$ cat src/core/scftp_defines.vh
// Shared offsets, reset values and field positions of the serial config block
`ifndef SCFTP_DEFINES_VH
`define SCFTP_DEFINES_VH

// ----------------------------------------------------------------
// Frame layout
// ----------------------------------------------------------------
`define SCFTP_FRAME_BITS    5'h10
`define SCFTP_ADDR_READY    5'h08
`define SCFTP_DIR_BIT       15
`define SCFTP_ADDR_HI       13
`define SCFTP_ADDR_LO       8

// ----------------------------------------------------------------
// Register offsets
// ----------------------------------------------------------------
`define SCFTP_ADDR_CLK_CTRL 6'h01
`define SCFTP_ADDR_PAT_CTRL 6'h02
`define SCFTP_ADDR_SEQ_BASE 6'h08
`define SCFTP_ADDR_SEQ_LAST 6'h0b
`define SCFTP_ADDR_USR_BASE 6'h0c
`define SCFTP_ADDR_USR_LAST 6'h0f

// ----------------------------------------------------------------
// Reset values
// ----------------------------------------------------------------
`define SCFTP_RST_CLK_CTRL  8'h10
`define SCFTP_RST_PAT_CTRL  8'h00
`define SCFTP_RST_SEQ       8'h48
`define SCFTP_RST_USR       8'h00

// ----------------------------------------------------------------
// Field positions
// ----------------------------------------------------------------
`define SCFTP_CLK_INVERT    7
`define SCFTP_CLK_DIV2      6
`define SCFTP_PAT_ENABLE    0
`define SCFTP_SEQ_LO_POS    2
`define SCFTP_SEQ_HI_POS    5

`endif

$ cat src/core/_unused_guard.v
// Holds no logic; every module of the block lives in its own file

$ cat src/core/scftp_serial_port.v
// Three-wire serial frame port: shifts frames and issues register writes
`timescale 1ns/1ps
`include "scftp_defines.vh"

module scftp_serial_port (
  input  wire        clk,
  input  wire        sys_rst,
  input  wire        sclk,
  input  wire        select_n,
  input  wire        serial_in,
  input  wire [7:0]  rd_data,
  output wire [5:0]  rd_addr,
  output reg         serial_out,
  output wire        serial_out_oe,
  output reg         wr_en,
  output reg  [5:0]  wr_addr,
  output reg  [7:0]  wr_data,
  output reg  [5:0]  last_addr
);

  reg        sclk_q;
  reg        select_n_q;
  reg        active_q;
  reg [4:0]  count_q;
  reg [15:0] shift_q;
  reg [7:0]  rd_buf_q;
  reg        drive_q;

  wire sclk_rise = sclk & ~sclk_q;
  wire sclk_fall = ~sclk & sclk_q;
  wire sel_fall  = ~select_n & select_n_q;
  wire sel_rise  = select_n & ~select_n_q;
  wire is_read   = shift_q[`SCFTP_DIR_BIT - 8];

  assign rd_addr       = shift_q[5:0];
  assign serial_out_oe = drive_q & ~select_n;

  // ----------------------------------------------------------------
  // Frame shifter
  // ----------------------------------------------------------------
  always @(posedge clk or posedge sys_rst) begin
    if (sys_rst) begin
      sclk_q     <= 1'b0;
      select_n_q <= 1'b1;
      active_q   <= 1'b0;
      count_q    <= 5'h00;
      shift_q    <= 16'h0000;
      rd_buf_q   <= 8'h00;
      drive_q    <= 1'b0;
      serial_out <= 1'b0;
      wr_en      <= 1'b0;
      wr_addr    <= 6'h00;
      wr_data    <= 8'h00;
      last_addr  <= 6'h00;
    end else begin
      sclk_q     <= sclk;
      select_n_q <= select_n;
      wr_en      <= 1'b0;
      if (sel_fall) begin
        active_q <= 1'b1;
        count_q  <= 5'h00;
        drive_q  <= 1'b0;
      end else if (sel_rise) begin
        active_q <= 1'b0;
        drive_q  <= 1'b0;
        if (active_q && count_q == `SCFTP_FRAME_BITS) begin
          last_addr <= shift_q[`SCFTP_ADDR_HI:`SCFTP_ADDR_LO];
          if (!shift_q[`SCFTP_DIR_BIT]) begin
            wr_en   <= 1'b1;
            wr_addr <= shift_q[`SCFTP_ADDR_HI:`SCFTP_ADDR_LO];
            wr_data <= shift_q[7:0];
          end
        end
      end else if (active_q && !select_n) begin
        if (sclk_rise && count_q != `SCFTP_FRAME_BITS) begin
          shift_q <= {shift_q[14:0], serial_in};
          count_q <= count_q + 5'h01;
        end
        if (sclk_fall && count_q >= `SCFTP_ADDR_READY &&
            count_q != `SCFTP_FRAME_BITS) begin
          if (count_q == `SCFTP_ADDR_READY) begin
            drive_q    <= is_read;
            rd_buf_q   <= {rd_data[6:0], 1'b0};
            serial_out <= rd_data[7];
          end else begin
            rd_buf_q   <= {rd_buf_q[6:0], 1'b0};
            serial_out <= rd_buf_q[7];
          end
        end
      end
    end
  end

endmodule

$ cat src/core/scftp_pattern_gen.v
// Eight-entry test pattern sequencer with sample word capture
`timescale 1ns/1ps
`include "scftp_defines.vh"

module scftp_pattern_gen (
  input  wire        clk,
  input  wire        sys_rst,
  input  wire        advance,
  input  wire        enable,
  input  wire [23:0] seq_codes,
  input  wire [15:0] user_word0,
  input  wire [15:0] user_word1,
  input  wire [15:0] sample_data,
  output reg  [15:0] word_q
);

  reg  [2:0] index_q;
  wire [2:0] code = seq_codes[index_q * 3 +: 3];

  // ----------------------------------------------------------------
  // Pattern lookup
  // ----------------------------------------------------------------
  function [15:0] pattern_word;
    input [2:0]  c;
    input [15:0] u0;
    input [15:0] u1;
    begin
      case (c)
        3'h0:    pattern_word = 16'h0000;
        3'h1:    pattern_word = 16'hffff;
        3'h2:    pattern_word = 16'haaaa;
        3'h3:    pattern_word = 16'h8000;
        3'h4:    pattern_word = 16'hff00;
        3'h5:    pattern_word = 16'h00ff;
        3'h6:    pattern_word = u0;
        default: pattern_word = u1;
      endcase
    end
  endfunction

  // ----------------------------------------------------------------
  // Sequencer
  // ----------------------------------------------------------------
  always @(posedge clk or posedge sys_rst) begin
    if (sys_rst) begin
      index_q <= 3'h0;
      word_q  <= 16'h0000;
    end else if (advance) begin
      if (enable) begin
        word_q  <= pattern_word(code, user_word0, user_word1);
        index_q <= index_q + 3'h1;
      end else begin
        word_q  <= sample_data;
        index_q <= 3'h0;
      end
    end
  end

endmodule

$ cat src/core/scftp_top.v
// Serial configuration port, register file, clock control and pattern output
`timescale 1ns/1ps
`include "scftp_defines.vh"

module scftp_top (
  input  wire        clk,
  input  wire        sys_rst,
  input  wire        sclk,
  input  wire        select_n,
  input  wire        serial_in,
  output wire        serial_out,
  output wire        serial_out_oe,
  input  wire        input_clock,
  input  wire [15:0] sample_data,
  output reg         output_clock,
  output reg  [7:0]  data_out,
  output reg         sample_strobe,
  output wire [5:0]  last_addr
);

  // ----------------------------------------------------------------
  // Register file
  // ----------------------------------------------------------------
  reg  [7:0]  clk_ctrl_q;
  reg  [7:0]  pat_ctrl_q;
  reg  [7:0]  seq_q [0:3];
  reg  [7:0]  usr_q [0:3];
  reg  [7:0]  rd_data;
  wire [5:0]  rd_addr;
  wire        wr_en;
  wire [5:0]  wr_addr;
  wire [7:0]  wr_data;
  wire [23:0] seq_codes;
  wire [15:0] word;

  function in_range;
    input [5:0] a;
    input [5:0] lo;
    input [5:0] hi;
    begin
      in_range = (a >= lo) && (a <= hi);
    end
  endfunction

  always @(posedge clk or posedge sys_rst) begin
    if (sys_rst) begin
      clk_ctrl_q <= `SCFTP_RST_CLK_CTRL;
      pat_ctrl_q <= `SCFTP_RST_PAT_CTRL;
      seq_q[0]   <= `SCFTP_RST_SEQ;
      seq_q[1]   <= `SCFTP_RST_SEQ;
      seq_q[2]   <= `SCFTP_RST_SEQ;
      seq_q[3]   <= `SCFTP_RST_SEQ;
      usr_q[0]   <= `SCFTP_RST_USR;
      usr_q[1]   <= `SCFTP_RST_USR;
      usr_q[2]   <= `SCFTP_RST_USR;
      usr_q[3]   <= `SCFTP_RST_USR;
    end else if (wr_en) begin
      if (wr_addr == `SCFTP_ADDR_CLK_CTRL)
        clk_ctrl_q <= wr_data;
      if (wr_addr == `SCFTP_ADDR_PAT_CTRL)
        pat_ctrl_q <= wr_data;
      if (in_range(wr_addr, `SCFTP_ADDR_SEQ_BASE, `SCFTP_ADDR_SEQ_LAST))
        seq_q[wr_addr[1:0]] <= wr_data;
      if (in_range(wr_addr, `SCFTP_ADDR_USR_BASE, `SCFTP_ADDR_USR_LAST))
        usr_q[wr_addr[1:0]] <= wr_data;
    end
  end

  // Read mux, undefined addresses read zero
  always @* begin
    rd_data = 8'h00;
    if (rd_addr == `SCFTP_ADDR_CLK_CTRL)
      rd_data = clk_ctrl_q;
    else if (rd_addr == `SCFTP_ADDR_PAT_CTRL)
      rd_data = pat_ctrl_q;
    else if (in_range(rd_addr, `SCFTP_ADDR_SEQ_BASE, `SCFTP_ADDR_SEQ_LAST))
      rd_data = seq_q[rd_addr[1:0]];
    else if (in_range(rd_addr, `SCFTP_ADDR_USR_BASE, `SCFTP_ADDR_USR_LAST))
      rd_data = usr_q[rd_addr[1:0]];
  end

  // Two entries per sequence register, lower entry in bits 4:2
  genvar g;
  generate
    for (g = 0; g < 4; g = g + 1) begin : g_seq
      assign seq_codes[g*6 +: 3] =
        seq_q[g][`SCFTP_SEQ_LO_POS +: 3];
      assign seq_codes[g*6+3 +: 3] =
        seq_q[g][`SCFTP_SEQ_HI_POS +: 3];
    end
  endgenerate

  // ----------------------------------------------------------------
  // Serial port
  // ----------------------------------------------------------------
  scftp_serial_port scftp_serial_port_inst (
    .clk           (clk),
    .sys_rst       (sys_rst),
    .sclk          (sclk),
    .select_n      (select_n),
    .serial_in     (serial_in),
    .rd_data       (rd_data),
    .rd_addr       (rd_addr),
    .serial_out    (serial_out),
    .serial_out_oe (serial_out_oe),
    .wr_en         (wr_en),
    .wr_addr       (wr_addr),
    .wr_data       (wr_data),
    .last_addr     (last_addr)
  );

  // ----------------------------------------------------------------
  // Clock control
  // ----------------------------------------------------------------
  reg  in_clk_q;
  reg  div_q;
  reg  int_clk_q;
  reg  fall_d_q;
  reg  rise_d_q;
  wire in_rise  = input_clock & ~in_clk_q;
  wire base_clk = clk_ctrl_q[`SCFTP_CLK_DIV2] ? div_q
                                              : input_clock;
  wire int_clk  = base_clk ^ clk_ctrl_q[`SCFTP_CLK_INVERT];
  wire int_fall = int_clk_q & ~int_clk;
  wire int_rise = ~int_clk_q & int_clk;

  always @(posedge clk or posedge sys_rst) begin
    if (sys_rst) begin
      in_clk_q      <= 1'b0;
      div_q         <= 1'b0;
      int_clk_q     <= 1'b0;
      fall_d_q      <= 1'b0;
      rise_d_q      <= 1'b0;
      sample_strobe <= 1'b0;
    end else begin
      in_clk_q      <= input_clock;
      if (in_rise)
        div_q <= ~div_q;
      int_clk_q     <= int_clk;
      fall_d_q      <= int_fall;
      rise_d_q      <= int_rise;
      sample_strobe <= int_fall;
    end
  end

  // ----------------------------------------------------------------
  // Pattern sequencer
  // ----------------------------------------------------------------
  scftp_pattern_gen scftp_pattern_gen_inst (
    .clk         (clk),
    .sys_rst     (sys_rst),
    .advance     (int_fall),
    .enable      (pat_ctrl_q[`SCFTP_PAT_ENABLE]),
    .seq_codes   (seq_codes),
    .user_word0  ({usr_q[1], usr_q[0]}),
    .user_word1  ({usr_q[3], usr_q[2]}),
    .sample_data (sample_data),
    .word_q      (word)
  );

  // ----------------------------------------------------------------
  // Double data rate output
  // ----------------------------------------------------------------
  function [7:0] pick_bits;
    input [15:0] w;
    input        odd;
    integer      i;
    begin
      pick_bits = 8'h00;
      for (i = 0; i < 8; i = i + 1)
        pick_bits[i] = odd ? w[2*i+1] : w[2*i];
    end
  endfunction

  always @(posedge clk or posedge sys_rst) begin
    if (sys_rst) begin
      output_clock <= 1'b0;
      data_out     <= 8'h00;
    end else begin
      if (fall_d_q) begin
        output_clock <= 1'b0;
        data_out     <= pick_bits(word, 1'b1);
      end else if (rise_d_q) begin
        output_clock <= 1'b1;
        data_out     <= pick_bits(word, 1'b0);
      end
    end
  end

endmodule

$ cat config.mk
export PLATFORM = sky130hd
export DESIGN_NAME = scftp_top
export DESIGN_NICKNAME = d
export VERILOG_FILES = /design/src/core/_unused_guard.v /design/src/core/scftp_serial_port.v /design/src/core/scftp_pattern_gen.v /design/src/core/scftp_top.v
export VERILOG_INCLUDE_DIRS = /design/src /design/src/core
export SDC_FILE = /design/constraint.sdc
export NUM_CORES = 1
export LEC_CHECK = 0
export BUFFER_PORTS_ARGS = -buffer_cell sky130_fd_sc_hd__buf_2
export CAP_MARGIN = 20
export CORE_ASPECT_RATIO = 1.2
export CORE_MARGIN = 4
export CORE_UTILIZATION = 33
export DETAILED_ROUTE_END_ITERATION = 8
export PLACE_DENSITY = 0.51
export SYNTH_ARGS = -nofsm -noshare
export SYNTH_HDL_FRONTEND = slang
export SYNTH_HIERARCHICAL = 1
export SYNTH_SLANG_ARGS = --single-unit
$ cat constraint.sdc
create_clock -name clk -period 4 [get_ports clk]
set_input_delay 0.8 -clock clk [delete_from_list [all_inputs] [get_ports clk]]
set_output_delay 0.8 -clock clk [all_outputs]
set_load 0.01 [all_outputs]
==> results.md <==
- Setup repair after global routing left no endpoint under its margin.
- The clock tree skew after final layout is 0.00841 ns.
- The synthesized design contains about 170 register bits.
- The synthesized area per cell is approximately 13 um2.
- In this run the horizontal extent of the chip is between 150 and 200 um.
- The final critical delay including setup and external delays is 2.65 ns.
- The number of nets in the synthesized netlist is 661.
- The post-synthesis instance area is 0.00816 mm2.
- The number of instances resized during post-cts repair is 0.
- Using the TritonRoute via totals, the vias-per-cell ratio works out to 5.20.
- The sequential area share after synthesis is 51.4%.
- The final routed wirelength across all metal layers is 19,700 um.
- For the pin with the worst max-slew slack, the measured transition is about 0.95 ns.
- Clock-pin slew was measured on the worst setup and hold paths at 0.06 ns.
- The slowest stage of the critical path is the and2b_1 cell.
- The antenna violation net count after detailed routing is 0.
- The maximum fanout count along the critical path is 15.
- The endpoint kind of the worst setup timing path is a flop.
- The top cell type by area accounts for ~48% of the synthesized area.
- The H-tree level count is 4.
- The total global-route track usage is 15.0%.
- The start-to-end type of the worst setup path is flop to flop.
- The antenna diode count is 0.
- The global-route wire length before repair is around 32,000 um.
- The final count of negative-setup-slack endpoints is 0.
- The TritonCTS clock tree is yes.
- Once placement finished, the instance area stood at 0.00858 mm2.
- The number of buffers and inverters on the critical path is 1.
- The flip-flop cell with the highest count after synthesis is dfrtp_1.
- Once the floorplan was initialized, standard cells occupied about a third of the core.
- Entering global routing, the biggest net connects 47 pins.
- The number of cells produced by synthesis is between 600 and 700.
- The standard-cell row count is 62.
- The worst setup path is launched from a flop.
- The worst path required time is 4.31 ns.
- In this run, CTS created clock tree buffers numbering 17.
- The number of antenna violations at the first check in global routing is 0.
- The fraction of layout instances using a drive strength above 1 is 38.2%.
- After synthesis, the most frequently instantiated cells are dfrtp_1 (157), mux2_2 (121), mux2i_1 (36), nand3_1 (30), a22oi_1 (21).
- The critical path data arrival time is around 3.0 ns.
- The count of endpoints failing hold in the final timing report was 0.
- By area the synthesized netlist is led by dfrtp_1 (48%), mux2_2 (17%), mux2i_1 (4.4%).
- The biggest area consumer among synthesized cells is dfrtp_1.
- The detail-routed net length per standard cell is 19.9 um.
- The critical path crosses 6 cells after its start point.
- The number of different library cells used by synthesis comes to 63.
- The leakage power total is 4.20 nW.
- The routability congestion estimate is around 0.82.
- Dividing the final minimum period by the clock period gives about 66%.
- Along the worst hold path, the cell count comes to 1.
- The remaining max-slew budget at the tightest pin is 36.0%.
- The total grt overflow is 0.
- Yosys mapped a number of flops with a built-in enable equal to 0.
- The number of buffers inserted to repair setup after CTS is 0.
- The first TritonRoute pass finished after 5 iterations.
- The clock network latency to the later pin of the worst-skew pair is 0.43 ns.
- The maximum root-to-sink buffer count is 2.
- The number of buffer cells added on primary ports is 39.
- Derived from the worst setup path, the maximum achievable clock frequency is 377 MHz.
- The floorplan die height is approximately 180 um.
- In the post-synthesis netlist, the cell with the most instances is dfrtp_1.
- Counting flops with an async set or reset pin after synthesis yields a share of 100%.
- The number of max-capacitance violations reported is 0.
- The detailed router finished its first iteration with 207 violations.
- The sum of negative setup slack is 0 ns.
- After clock tree synthesis, the flow added hold-fix buffers numbering 0.
- VDD sags by at most 292 uV.
- The clock root buffer is clkbuf_16.
- After legalization and detailed placement, the total HPWL measured 14,300 um.
- For this run, the number of Yosys warnings is 6.
- The placeable core region is ~0.024 mm2.
- The number of global-route vias before repair was 5,468.
- For this design the ratio of total power to cell area is 428 mW/mm2.
- After filler insertion, the fill cell instance count of the layout stands at 2,339.
- The run finished with clean final reports.
- The stage delay of the slowest cell on the critical path is 0.69 ns.
- The total die area is 0.0273 mm2.
- Walking the worst path, the cells encountered are inv_1 > ha_1 > nor4bb_2 > and4b_1 > and2b_1 > mux2_2.
- The min-delay analysis places its worst path in the category flop to flop.
- The final route contains 5,158 vias.
- The finished cells cover 0.00923 mm2.
- The number of top-level pins is 40.
- Counting every sink on the clock net gives 167.
- The cell family contributing the most delay on the critical path is simple AND/OR/NAND/NOR gates.
- The final layout contains 686 nets.
- Counting cells, the worst reg-to-reg path comes to 6.
- Relative to the synthesized area, the layout overhead comes to 13.1%.
- The worst-case hold slack is 0.485 ns.
- The post-route DRC violation count is 0.
- The final count of pins violating max slew is 0.
[metrics by stage]
| step | worst slack, ns | util, % | cells | total power [W] |
|---|---|---|---|---|
| global placement | 1.03 | 35.6 | 959 | 0.00218 |
| floorplan | 0.766 | - | 633 | 0.00208 |
| finish | 1.35 | 38.3 | 991 | 0.00395 |
| CTS | 1.31 | 38.3 | 991 | 0.00400 |
| global route | 1.13 | 38.3 | 991 | 0.00412 |
| detailed placement | 0.916 | 35.6 | 959 | 0.00219 |
[where the power goes]
part | leakage (nW) | switching [W] | internal, W
clock network | 0.313 | 0.000715 | 0.00108
registers | 2.23 | 0.0000863 | 0.00175
logic | 1.66 | 0.000172 | 0.000149
total | 4.20 | 0.000974 | 0.00298
[final cells by class]
type	count	area, um2	area share [%]
Clock buffer	18	439	4.76
Tap cell	320	400	4.34
Sequential cell	167	4190	45.4
Inverter	14	53.8	0.583
Multi-Input combinational cell	409	3660	39.7
Clock inverter	14	213	2.30
Timing Repair Buffer	49	270	2.93
[cells in the final DEF (no fill, tap or decap), drive strengths merged, types with 7 or more instances in the layout]
| cell type | n |
|---|---|
| clkbuf | 18 |
| nand2b | 13 |
| dfstp | 10 |
| nor2b | 7 |
| nand2 | 22 |
| inv | 18 |
| mux2 | 133 |
| nand3 | 31 |
| mux4 | 12 |
| a22oi | 21 |
| mux2i | 36 |
| a21oi | 20 |
| o21ai | 14 |
| nor2 | 25 |
| o22ai | 11 |
| buf | 49 |
| dfrtp | 157 |
[layer usage]
layer / vias to the layer above / share of wire [%] / track usage (%)
li1: 2366 / - / -
met1: 2660 / 45 / 20.0
met2: 102 / 50 / 24.8
met3: 30 / 3.1 / 2.67
met4: 0 / 2.3 / 4.78
met5: - / 0 / 0
[path summary, 6_finish.rpt]
kind,start,end,slack [ns]
max in group asynchronous,sys_rst,usr_q[25],2.58
worst max register to register,scftp_serial_port_inst/count_q[0],scftp_serial_port_inst/wr_data[5],1.35
worst min-delay path,div_q,div_q,0.49
worst max-delay path,scftp_serial_port_inst/count_q[0],scftp_serial_port_inst/wr_data[5],1.35
worst min register to register,div_q,div_q,0.49
min in group asynchronous,sys_rst,scftp_serial_port_inst/rd_buf_q[1],0.54
[sequential cells by signal, summed over array words and instances, names as in the netlist, 3 cells and up]
register                          count
usr_q                                32
scftp_serial_port_inst/rd_buf_q       7
scftp_pattern_gen_inst/word_q        16
seq_q                                 8
scftp_pattern_gen_inst/index_q        3
seq_codes                            24
scftp_serial_port_inst/wr_addr        6
scftp_serial_port_inst/wr_data        8
pat_ctrl_q                            8
scftp_serial_port_inst/last_addr      6
data_out                              8
scftp_serial_port_inst/count_q        5
clk_ctrl_q                            8
scftp_serial_port_inst/shift_q       16
[cell families (layout without fill, tap and decap cells)]
| group | count (synthesis) | in the layout | synth area share [%] |
|---|---|---|---|
| buf+inv | 57 | 95 | 3.76 |
| fa+ha+maj | 6 | 6 | 0.920 |
| xor+xnor | 2 | 2 | 0.215 |
| simple gates | 129 | 129 | 9.57 |
| flops | 167 | 167 | 51.4 |
| mux | 181 | 181 | 26.6 |
| compound gates | 91 | 91 | 7.56 |
(Power assumes the default switching activity.)
